[src/include/tal_defs.svh]
// Constants of the turbo anti-lag supervisor: widths, timing counts, reset values.
// Assumes inclusion by bare name from package and design files.
`ifndef TAL_DEFS_SVH
`define TAL_DEFS_SVH
`define TAL_CLK_HZ 125000000
`define TAL_SEC_CYCLES (`TAL_CLK_HZ)
`define TAL_PWM_DIV_W 24
`define TAL_RST_FLAG 1'h0
`define TAL_RST_SEC 8'h00
`define TAL_RST_PRESC 27'h000_0000
`endif

[src/include/tal_pkg.sv]
// Types of the turbo anti-lag supervisor.
// Assumes tal_defs.svh is on the include path.
`include "tal_defs.svh"
package tal_pkg;
    typedef enum logic [1:0] {
        TAL_IDLE,
        TAL_RUN,
        TAL_GAP
    } tal_state_t;
    typedef enum logic [1:0] {
        TAL_INJ_SEQUENTIAL,
        TAL_INJ_SEMI,
        TAL_INJ_BATCH
    } tal_inj_mode_t;
endpackage

[src/design/tal_supervisor.sv]
// Turbo anti-lag supervisor: qualifies arming and limits, runs the run-time
// and gap timers, and produces fuel, timing, cut, idle valve and output controls.
// Assumes sensors arrive as already-scaled values synchronous to clk_sys_i,
// except the arming switch, which is a raw pin. Table lookups are outside;
// this block only supplies the axis values and routes the results.
`timescale 1ns/1ps
`include "tal_defs.svh"
module tal_supervisor (
    input wire logic clk_sys_i,
    input wire logic arst_n_i,
    input wire logic clk_en_i,
    // Arming switch pin, raw
    input wire logic arm_switch_i,
    // Sensors
    input wire logic [9:0] throttle_position_i,
    input wire logic [9:0] pedal_position_i,
    input wire logic [15:0] engine_speed_i,
    input wire logic signed [11:0] intake_air_temperature_i,
    input wire logic signed [11:0] coolant_temperature_i,
    input wire logic pulse_event_i,
    input wire logic inj_event_i,
    input wire logic spark_event_i,
    // Configuration
    input wire logic elec_throttle_i,
    input wire logic [9:0] max_throttle_i,
    input wire logic [15:0] min_speed_i,
    input wire logic [15:0] max_speed_i,
    input wire logic signed [11:0] max_air_temp_i,
    input wire logic signed [11:0] min_coolant_i,
    input wire logic signed [11:0] max_coolant_i,
    input wire logic [7:0] max_run_sec_i,
    input wire logic [7:0] gap_sec_i,
    input wire logic [1:0] inj_mode_i,
    input wire logic fuel_cut_en_i,
    input wire logic spark_cut_en_i,
    input wire logic roving_cut_en_i,
    input wire logic [6:0] roving_cut_pct_i,
    input wire logic idle_valve_en_i,
    input wire logic idle_stepper_i,
    input wire logic [7:0] idle_extra_duty_i,
    input wire logic [7:0] idle_extra_steps_i,
    input wire logic pwm_out_en_i,
    input wire logic [7:0] pwm_duty_i,
    input wire logic [23:0] pwm_period_i,
    // Table results, looked up at the axis values below
    input wire logic [7:0] tbl_added_fuel_i,
    input wire logic signed [7:0] tbl_timing_i,
    input wire logic [6:0] tbl_fuel_cut_pct_i,
    input wire logic [6:0] tbl_spark_cut_pct_i,
    // Outputs
    output logic [9:0] tbl_axis_load_o,
    output logic [15:0] tbl_axis_speed_o,
    output logic active_o,
    output logic [7:0] added_fuel_o,
    output logic timing_override_o,
    output logic signed [7:0] timing_abs_o,
    output logic inj_cut_o,
    output logic spark_cut_o,
    output logic [7:0] idle_duty_add_o,
    output logic [7:0] idle_steps_add_o,
    output logic onoff_out_o,
    output logic pwm_out_o,
    output logic [7:0] run_sec_o
);
    typedef struct packed {
        logic rst_s1;
        logic rst_s2;
        logic arm_s1;
        logic arm_s2;
        tal_pkg::tal_state_t state;
        logic [26:0] presc;
        logic [7:0] run_sec;
        logic [7:0] gap_sec;
        logic [6:0] fuel_acc;
        logic [6:0] spark_acc;
        logic [6:0] rove_acc;
        logic [23:0] pwm_cnt;
        logic [9:0] axis_load;
        logic [15:0] axis_speed;
        logic active;
        logic [7:0] added_fuel;
        logic timing_ovr;
        logic signed [7:0] timing_abs;
        logic inj_cut;
        logic spark_cut;
        logic [7:0] idle_duty;
        logic [7:0] idle_steps;
        logic pwm_out;
    } tal_regs_t;

    tal_regs_t r;
    tal_regs_t next_r;
    logic rst_n;
    logic [9:0] load_pos;
    logic cond_ok;
    logic sec_tick;
    logic seq_inj;
    logic [7:0] fuel_sum;
    logic [7:0] spark_sum;
    logic [7:0] rove_sum;
    logic [31:0] duty_prod;

    // Reset is released through the first two state bits
    assign rst_n = r.rst_s2;

    // Electronic throttle compares pedal position, throttle may open further
    assign load_pos = elec_throttle_i ? pedal_position_i : throttle_position_i;
    // All sensor limits combined with the synchronised arming switch
    assign cond_ok = r.arm_s2
        && (load_pos <= max_throttle_i)
        && (engine_speed_i >= min_speed_i)
        && (engine_speed_i <= max_speed_i)
        && (intake_air_temperature_i <= max_air_temp_i)
        && (coolant_temperature_i >= min_coolant_i)
        && (coolant_temperature_i <= max_coolant_i);
    assign sec_tick = (r.presc == 27'(`TAL_SEC_CYCLES - 1));
    // Injection cut patterns only defined for fully sequential firing
    assign seq_inj = (inj_mode_i == 2'(tal_pkg::TAL_INJ_SEQUENTIAL));
    // Accumulator sums: reaching 100 or more marks an event to cut
    assign fuel_sum = {1'b0, r.fuel_acc} + {1'b0, tbl_fuel_cut_pct_i};
    assign spark_sum = {1'b0, r.spark_acc} + {1'b0, tbl_spark_cut_pct_i};
    assign rove_sum = {1'b0, r.rove_acc} + {1'b0, roving_cut_pct_i};
    assign duty_prod = 32'(pwm_period_i) * 32'(pwm_duty_i);

    // Next-state logic
    always_comb begin
        logic go;
        go = 1'b0;
        next_r = r;
        next_r.rst_s1 = 1'b1;
        next_r.rst_s2 = r.rst_s1;
        next_r.arm_s1 = arm_switch_i;
        next_r.arm_s2 = r.arm_s1;
        // Axis values for every table lookup
        next_r.axis_load = load_pos;
        next_r.axis_speed = engine_speed_i;
        next_r.presc = sec_tick ? 27'h000_0000 : r.presc + 27'h000_0001;
        unique case (r.state)
            tal_pkg::TAL_IDLE: begin
                if (cond_ok) begin
                    next_r.state = tal_pkg::TAL_RUN;
                    next_r.run_sec = `TAL_RST_SEC;
                    next_r.presc = `TAL_RST_PRESC;
                end
            end
            tal_pkg::TAL_RUN: begin
                if (sec_tick && r.run_sec != 8'hFF) begin
                    next_r.run_sec = r.run_sec + 8'h01;
                end
                if (!cond_ok) begin
                    // Short drop-out keeps the same activation and timer
                    next_r.state = tal_pkg::TAL_GAP;
                    next_r.gap_sec = `TAL_RST_SEC;
                end
            end
            tal_pkg::TAL_GAP: begin
                // Timer keeps counting across the drop-out; limit still applies
                if (sec_tick && r.run_sec != 8'hFF) begin
                    next_r.run_sec = r.run_sec + 8'h01;
                end
                if (sec_tick) begin
                    next_r.gap_sec = r.gap_sec + 8'h01;
                end
                if (cond_ok) begin
                    next_r.state = tal_pkg::TAL_RUN;
                end else if (r.gap_sec >= gap_sec_i) begin
                    next_r.state = tal_pkg::TAL_IDLE;
                end
            end
        endcase
        // Active only inside one activation, all conditions met, time left
        go = (next_r.state == tal_pkg::TAL_RUN) && cond_ok
            && (next_r.run_sec < max_run_sec_i);
        next_r.active = go;
        // Fuel and absolute timing from the tables, cleared when inactive
        next_r.added_fuel = go ? tbl_added_fuel_i : 8'h00;
        next_r.timing_ovr = go;
        next_r.timing_abs = go ? tbl_timing_i : 8'sh00;
        next_r.inj_cut = 1'b0;
        next_r.spark_cut = 1'b0;
        // Rotating fuel cut: accumulator spreads cuts over the cylinders
        if (inj_event_i && go && fuel_cut_en_i && seq_inj) begin
            next_r.inj_cut = (fuel_sum >= 8'h64);
            next_r.fuel_acc = (fuel_sum >= 8'h64) ? 7'(fuel_sum - 8'h64) : fuel_sum[6:0];
        end
        // Roving idle cut, only outside anti-lag
        if (inj_event_i && !go && roving_cut_en_i && seq_inj) begin
            next_r.inj_cut = (rove_sum >= 8'h64);
            next_r.rove_acc = (rove_sum >= 8'h64) ? 7'(rove_sum - 8'h64) : rove_sum[6:0];
        end
        if (spark_event_i && go && spark_cut_en_i) begin
            next_r.spark_cut = (spark_sum >= 8'h64);
            next_r.spark_acc = (spark_sum >= 8'h64) ? 7'(spark_sum - 8'h64) : spark_sum[6:0];
        end
        // Idle valve: duty for a PWM valve, steps for a stepper
        next_r.idle_duty = (go && idle_valve_en_i && !idle_stepper_i)
            ? idle_extra_duty_i : 8'h00;
        next_r.idle_steps = (go && idle_valve_en_i && idle_stepper_i)
            ? idle_extra_steps_i : 8'h00;
        // Fixed duty PWM; period in clock cycles, duty in percent
        if (go && pwm_out_en_i && pwm_period_i != 24'h00_0000) begin
            next_r.pwm_cnt = (r.pwm_cnt >= pwm_period_i - 24'h00_0001)
                ? 24'h00_0000 : r.pwm_cnt + 24'h00_0001;
            next_r.pwm_out = (32'(r.pwm_cnt) * 32'h0000_0064) < duty_prod;
        end else begin
            next_r.pwm_cnt = 24'h00_0000;
            next_r.pwm_out = 1'b0;
        end
        if (pulse_event_i) begin
            next_r.presc = r.presc;
        end
    end

    // State register; clock enable freezes everything once the reset release is done
    always_ff @(posedge clk_sys_i or negedge arst_n_i) begin
        if (!arst_n_i) begin
            r <= '0;
        end else if (!rst_n) begin
            r <= '0;
            r.rst_s1 <= 1'b1;
            r.rst_s2 <= r.rst_s1;
        end else if (clk_en_i) begin
            r <= next_r;
        end
    end

    assign tbl_axis_load_o = r.axis_load;
    assign tbl_axis_speed_o = r.axis_speed;
    assign active_o = r.active;
    assign added_fuel_o = r.added_fuel;
    assign timing_override_o = r.timing_ovr;
    assign timing_abs_o = r.timing_abs;
    assign inj_cut_o = r.inj_cut;
    assign spark_cut_o = r.spark_cut;
    assign idle_duty_add_o = r.idle_duty;
    assign idle_steps_add_o = r.idle_steps;
    // On/off pin follows the active flag
    assign onoff_out_o = r.active;
    assign pwm_out_o = r.pwm_out;
    assign run_sec_o = r.run_sec;
endmodule

[config.mk]
export PLATFORM = sky130hd
export DESIGN_NAME = tal_supervisor
export DESIGN_NICKNAME = d
export VERILOG_FILES = /design/src/include/tal_pkg.sv /design/src/design/tal_supervisor.sv
export VERILOG_INCLUDE_DIRS = /design/src /design/src/include
export SDC_FILE = /design/constraint.sdc
export NUM_CORES = 1
export LEC_CHECK = 0
export BUFFER_PORTS_ARGS = -buffer_cell sky130_fd_sc_hd__buf_2
export CAP_MARGIN = 20
export CORE_MARGIN = 2
export CORE_UTILIZATION = 64
export CTS_CLUSTER_SIZE = 14
export DETAILED_ROUTE_END_ITERATION = 10
export GPL_TIMING_DRIVEN = 0
export PLACE_DENSITY = 0.92
export RECOVER_POWER = 50
export SYNTH_ARGS = -nofsm -noshare
export SYNTH_HDL_FRONTEND = slang
export SYNTH_SLANG_ARGS = --single-unit
[constraint.sdc]
create_clock -name clk_sys_i -period 12.9 [get_ports clk_sys_i]
set_input_delay 1.935 -clock clk_sys_i [delete_from_list [all_inputs] [get_ports clk_sys_i]]
set_output_delay 1.935 -clock clk_sys_i [all_outputs]
set_load 0.05 [all_outputs]
==> impl_metrics.json, run 1 <==
{
  "slowest_stage": "clkbuf_1",
  "min_to": "next_r[155]$_DFFE_PN0P_",
  "slowest_delay_ns": 3.78,
  "cts.sinks": 156,
  "hold_ws_ns": 0.462,
  "via_per_inst": 6.06,
  "route.vias.total": 20400,
  "grt_pass1_vias": 21000,
  "cts_resized": 0,
  "drive_gt1_share_pct": 14.8,
  "ctsHoldBuffers": 0,
  "ys.warnings.count": 0,
  "rrSetupSlack_ns": 7.09,
  "violations": "max-capacitance violations, max-slew violations",
  "ys_seq_area_share_pct": 18.1,
  "path_delay_family": "buffers and inverters",
  "cp_common_cell": "clkbuf_1",
  "fp.dieArea_um2": 35200,
  "worstHoldPathType": "reg -> reg",
  "reg2reg_depth": 19,
  "worstPathCellList": "clkbuf_1 -> clkbuf_1",
  "track_usage_pct": 35.3,
  "antenna_found_initial": 8,
  "cts_buffer_depth": 2,
  "wl_per_cell_um": 18.4,
  "setup_viol": 0,
  "finClkSkew_ns": 0.0104,
  "swShare_pct": 45.6,
  "path_max_fanout": 96,
  "ys_ff_latch": 156,
  "cts-root-buf": "clkbuf_16",
  "grt_pass1_wl_mm": 102,
  "p_int_mw": 1.63,
  "start_util_pct": 64.7,
  "seq_area_um2": 3900,
  "syn-num-nets": 3268,
  "worstSetupStartpointType": "primary input",
  "setup_tns_ns": 0,
  "end_kind": "async pin",
  "syn_area_per_cell_um2": 8.47,
  "dr.pass1.iters": 6,
  "area_delta_synth_final_pct": 12.8,
  "synthArstFlopShare_pct": 100,
  "report.final.slew_viol_count": 159,
  "fin_nets": 3607,
  "run_status": "finished, violations left",
  "io_pins": 327,
  "htreeDepth": 4,
  "finalCritPeriodShare_pct": 68.9,
  "post-cts-setup-buffers": 0,
  "p_seq_share_pct": 18.4,
  "fin_util_pct": 73.0,
  "leakage_nw": 12.8,
  "tightest_slew_ns": 5.17,
  "grt_max_degree": 97,
  "drt-initial-drc-count": 1650,
  "cts_buffers": 17,
  "cts_tree": "yes",
  "comb_power_share_pct": 63.5,
  "worstPathArrival_ns": 8.18,
  "reg2reg_from": "r[63]$_DFFE_PN0P_",
  "slew_headroom_pct": -245,
  "core.rowCount": 67,
  "fillers": 2519,
  "r2r_end": "pwm_out_o$_DFFE_PN0P_",
  "switching_power_mw": 1.36,
  "synthCells": 2550,
  "holdPathStages": 1,
  "timing.fmax_mhz": 112,
  "p_per_area_nw_per_um2": 123,
  "wl_mm": 61.9,
  "drc": 0,
  "vdd_drop_max_v": 0.0000937,
  "gp_congestion": 0.989,
  "die_x_um": 188,
  "grt_overflow": 0,
  "critPathRequiredTime_ns": 12.19,
  "hold_start": "next_r[155]$_DFFE_PN0P_",
  "finalHoldViolCount": 0,
  "maxCapViolations": 2,
  "clkTransAtPathRegs_ns": 0.06,
  "synthesis.area_um2": 21600,
  "synth_edf_count": 0,
  "min_period_ns": 8.89,
  "total_power_mw": 2.99,
  "ant_nets": 0,
  "clock_power_share_pct": 18.1,
  "io_buffers": 318,
  "die_h_um": 188,
  "synthFlopType": "dfrtp_1",
  "coreArea_um2": 33400,
  "synthDistinctLibCells": 79,
  "clk_latency_ns": 0.43,
  "criticalPathCategory": "in -> async",
  "cp.buffers_inverters": 2,
  "dp_hpwl_mm": 49.8,
  "multi_input_area_um2": 15300,
  "rsz0062_at_grt": "no"
}
area by class of cell:
| class | count | share of cell area (%) |
|---|---|---|
| multi-input combinational | 1837 | 63.0 |
| inverter | 401 | 6.18 |
| antenna | 8 | 0.0822 |
| tap | 448 | 2.30 |
| clock buffer | 18 | 1.80 |
| timing repair buffer | 320 | 6.41 |
| sequential | 156 | 16.0 |
| clock inverter | 14 | 0.745 |
| buffer | 156 | 3.50 |
cells by family after synthesis:
| group | synth area share (%) |
|---|---|
| simple gates | 18.4 |
| flops | 18.1 |
| xor+xnor | 3.53 |
| compound gates | 14.8 |
| buf+inv | 10.9 |
| fa+ha+maj | 32.2 |
| mux | 2.16 |
registers in the layout, summed over array words and instances, names as in the netlist, 2 cells and up:
register          count
tbl_axis_speed_o     16
timing_abs_o          8
run_sec_o             8
next_r                2
r                    83
added_fuel_o          8
idle_steps_add_o      8
idle_duty_add_o       8
tbl_axis_load_o      10
cells in the final DEF (no fill, tap or decap), types with 41 or more instances in the layout:
master	n
a21oi_1	126
and2_1	156
buf_2	290
buf_4	69
clkbuf_1	110
dfrtp_1	156
fa_1	154
ha_1	309
inv_1	400
nand2_1	156
nand3_1	84
nand4_1	41
nor2_1	132
nor3_1	41
o21ai_0	96
xnor2_1	57
layer usage:
metal	up-vias	part of all wire (%)	track usage, %
li1	9281	-	-
met1	9774	39	44.4
met2	1089	48	59.4
met3	215	8.5	6.36
met4	0	3.8	15.8
met5	-	0	0
power groups by stage:
stage	sequential (mW)	combinational [mW]	clock (mW)
global route	0.554	2.14	0.561
finish	0.551	1.90	0.541
CTS	0.549	1.87	0.542
floorplan	0.550	1.42	0
detailed placement	0.558	1.86	0
global placement	0.556	1.75	0
synth_stat cells, types with 21 or more instances:
cell / n / share of area, %
inv_1: 400 / 7.0
fa_1: 154 / 14
nor3_1: 41 / 0.95
dfrtp_1: 156 / 18
clkbuf_1: 74 / 1.3
nand2b_1: 26 / 0.75
xor2_1: 30 / 1.2
a22o_1: 35 / 1.4
a21oi_1: 126 / 2.9
and3_1: 27 / 0.78
nand4_1: 41 / 1.2
and2_1: 156 / 4.5
o21ai_0: 96 / 2.2
a21o_1: 34 / 1.2
buf_4: 69 / 2.4
nor2b_1: 21 / 0.61
nand3_1: 84 / 1.9
a31oi_1: 22 / 0.64
nor2_1: 132 / 2.3
ha_1: 309 / 18
xnor2_1: 57 / 2.3
nand2_1: 156 / 2.7
mux2i_1: 33 / 1.5
through the flow:
step,worst slack [ns],area [um^2],instances
2_1_floorplan,5.43,21600,2550
3_3_place_gp,4.50,23700,3316
3_5_place_dp,4.40,23800,3318
4_1_cts,4.84,24400,3350
5_1_grt,2.55,24400,3358
6_report,4.01,24400,3358
how the worst max path moves through the flow:
stage | from | to | cells past startpoint
CTS | pwm_duty_i[7] | pwm_out_o$_DFFE_PN0P_ | 24
global route | arst_n_i | r[76]$_DFFE_PN0P_ | 2
detailed placement | pwm_duty_i[7] | pwm_out_o$_DFFE_PN0P_ | 24
floorplan | pwm_duty_i[7] | pwm_out_o$_DFFE_PN0P_ | 23
global placement | pwm_duty_i[7] | pwm_out_o$_DFFE_PN0P_ | 24
finish | arst_n_i | r[74]$_DFFE_PN0P_ | 2
(Power assumes the default switching activity.)
==> run 2, diff against run 1 <==
Settings changed: ABC_AREA set to 1, CORE_UTILIZATION 64 to 54, PLACE_DENSITY 0.92 to 0.83.
Clock period 12.9 ns to 7.7 ns, I/O delays scaled along.
==> run 2 against run 1 <==
  * The run still ends with max-capacitance violations, max-slew violations left
  * Clock power grew 64%
  * Core utilization decreased by 11 points
  * Worst hold slack worse by 0.0057 ns
  * Clock skew grew 0.0017 ns
  * Synthesized cell count is 18% higher
  * Area after synthesis up 1.2%
==> impl_metrics.json, run 2 <==
{
  "run_status": "finished, violations left",
  "violations": "max-capacitance violations, max-slew violations",
  "leakage_nw": 14.7,
  "synth.most_common_cell": "nand2_1",
  "die_h_um": 205,
  "cts.sinks": 156,
  "cp.buffers_inverters": 5,
  "synth_area_leaders": "dfrtp_1 18%, ha_1 18%, fa_1 14%, nand2_1 12%, inv_1 12%",
  "layout_commonest_cell": "nand2_1",
  "vdd_drop_max_v": 0.000122,
  "synthCells": 3008,
  "synth_edf_count": 0,
  "report.final.slew_viol_count": 159,
  "yosys.area.top_type": "dfrtp_1",
  "area_delta_synth_final_pct": 12.9,
  "gp_congestion": 0.931,
  "fin_util_pct": 61.9,
  "coreArea_um2": 39800,
  "post-cts-setup-buffers": 0,
  "cts_buffer_depth": 2,
  "fp.dieArea_um2": 42100,
  "clkTransAtPathRegs_ns": 0.06,
  "cts_tree": "yes",
  "drc": 0,
  "via_per_inst": 5.23,
  "critPathCapture": "pwm_out_o$_DFFE_PN0P_",
  "crit_start": "pwm_duty_i[5]",
  "htreeDepth": 4,
  "finalHoldViolCount": 0,
  "io_pins": 327,
  "die_x_um": 205,
  "final_area_um2": 24700,
  "synth_top_cell_area_share_pct": 17.9,
  "worstHoldPathType": "reg -> reg",
  "slowest_delay_ns": 0.55,
  "setup_tns_ns": 0,
  "path_max_fanout": 10,
  "finalCritPeriodShare_pct": 94.0,
  "finClkSkew_ns": 0.0121,
  "track_usage_pct": 28.5,
  "path_delay_family": "adder cells",
  "grt_pass1_vias": 19700,
  "criticalPathCategory": "in -> reg",
  "end_kind": "flip-flop",
  "ys_ff_latch": 156,
  "ys.warnings.count": 0,
  "min_period_ns": 7.24,
  "regMostFlops": "r",
  "grt_max_degree": 82,
  "start_util_pct": 54.9,
  "setup_viol": 0,
  "timing.fmax_mhz": 138,
  "cp_common_cell": "nand2_1",
  "route.vias.total": 20300,
  "tightest_slew_ns": 4.34,
  "critPathRequiredTime_ns": 8.00,
  "syn-num-nets": 3726,
  "ys_top_cells_by_count": "691 x nand2_1, 690 x inv_1, 309 x ha_1",
  "worstPathArrival_ns": 7.54,
  "maxCapViolations": 2,
  "setup_slack_ns": 0.463,
  "synthFlopType": "dfrtp_1",
  "rrSetupSlack_ns": 2.26,
  "ctsHoldBuffers": 0,
  "syn_area_per_cell_um2": 7.26,
  "ys_seq_area_share_pct": 17.9,
  "wl_per_cell_um": 15.2,
  "total_power_mw": 4.73,
  "synthArstFlopShare_pct": 100,
  "grt_pass1_wl_mm": 95.6,
  "crit_cells": 32,
  "p_per_area_nw_per_um2": 192,
  "reg2reg_depth": 23,
  "reg2reg_from": "r[66]$_DFFE_PN0P_",
  "cts_buffers": 17,
  "dpl-instance-area_um2": 24100,
  "synthDistinctLibCells": 53,
  "clk_latency_ns": 0.44,
  "fin_nets": 4059,
  "drt-initial-drc-count": 1350,
  "synthesis.area_um2": 21800,
  "rsz0062_at_grt": "no",
  "dr.pass1.iters": 5,
  "slew_headroom_pct": -189,
  "grt_overflow": 0,
  "cts-root-buf": "clkbuf_16",
  "cts_resized": 0,
  "post-place-ws_ns": -0.0873,
  "drive_gt1_share_pct": 12.0,
  "ant_nets": 0,
  "core.rowCount": 73,
  "io_buffers": 316,
  "antenna_found_initial": 5,
  "dp_hpwl_mm": 49.0,
  "wl_mm": 59.2,
  "slowest_stage": "fa_1",
  "largest_reg_flops": 83,
  "worstSetupStartpointType": "primary input",
  "final_cell_mix": "691 x nand2_1, 690 x inv_1, 309 x ha_1",
  "r2r_end": "pwm_out_o$_DFFE_PN0P_"
}
==> run 2: changes by cell type after synthesis, moves of 19 or more <==
| cell | change |
|---|---|
| nand2_1 | +535 |
| inv_1 | +290 |
| and2_1 | -155 |
| nand3_1 | +42 |
| mux2i_1 | -32 |
| xor2_1 | +29 |
| a21oi_1 | +26 |
| nand2b_1 | -26 |
| and3_1 | -25 |
| a21o_1 | -24 |
| o21ai_0 | +22 |
| nor2b_1 | -21 |
| o21ai_1 | +19 |
==> run 2: per-layer routing <==
metal / part of all wire, % / GRT usage [%] / up-vias
met2: 47 / 48.0 / 689
li1: - / - / 10100
met1: 42 / 35.7 / 9426
met4: 4.1 / 12.9 / 2
met5: 0.020 / 0 / -
met3: 7.1 / 4.84 / 115
==> run 2: area by class of cell <==
type,count,area (um^2)
diodes,5,12.5
plain buffers,141,796
clock buffers,20,457
clock inverters,12,161
fillers,3580,15200
inverters,693,2600
multi-input cells,2015,14500
flip-flops and latches,156,3900
well taps,525,657
repair buffers,317,1540
==> run 2: worst register-to-register path, delay by kind of cell (launching register included) <==
| kind | cells | cell delay, ns |
|---|---|---|
| flops | 1 | 0.48 |
| buf+inv | 3 | 0.16 |
| fa+ha+maj | 5 | 1.76 |
| compound gates | 10 | 2.16 |
| simple gates | 4 | 0.56 |
| xor+xnor | 1 | 0.18 |
==> run 2: kinds of logic (layout without fill, tap and decap cells) <==
logic type	after synthesis	in the layout	synth area share, %
AO/OA/AOI/OAI	403	403	10.7
multiplexers	1	1	0.0458
adder cells (fa/ha/maj)	463	463	31.8
flip-flops	156	156	17.9
other	0	5	0
XOR/XNOR	99	99	3.97
AND/OR/NAND/NOR	1049	1049	20.0
buffers and inverters	837	1183	15.6
==> run 2: per-stage QoR <==
| step | hold WS (ns) | cells |
|---|---|---|
| final | 0.456 | 3884 |
| after global routing | 0.489 | 3883 |
| after CTS | 0.458 | 3882 |
| after global placement | 0.434 | 3849 |
| after detailed placement | 0.442 | 3850 |
| after floorplan | 0.423 | 3008 |
==> run 2: how the worst min path moves through the flow <==
stage                                        from                 endpoint  slack, ns  cells after the start
after floorplan           next_r[155]$_DFFE_PN0P_  next_r[155]$_DFFE_PN0P_       0.42                      2
after global placement    next_r[155]$_DFFE_PN0P_          rst_n$_DFF_PN0_       0.43                      2
after detailed placement  next_r[155]$_DFFE_PN0P_          rst_n$_DFF_PN0_       0.44                      2
after CTS                 next_r[155]$_DFFE_PN0P_          rst_n$_DFF_PN0_       0.46                      2
after global routing      next_r[155]$_DFFE_PN0P_  next_r[155]$_DFFE_PN0P_       0.49                      2
final                     next_r[155]$_DFFE_PN0P_          rst_n$_DFF_PN0_       0.46                      2
==> run 2: where the power goes <==
part           leakage [nW]  switching, mW  total, mW  internal [mW]
registers              2.10         0.0438      0.916          0.872
logic                  12.3           1.79       2.93           1.14
clock network         0.293          0.355      0.885          0.530
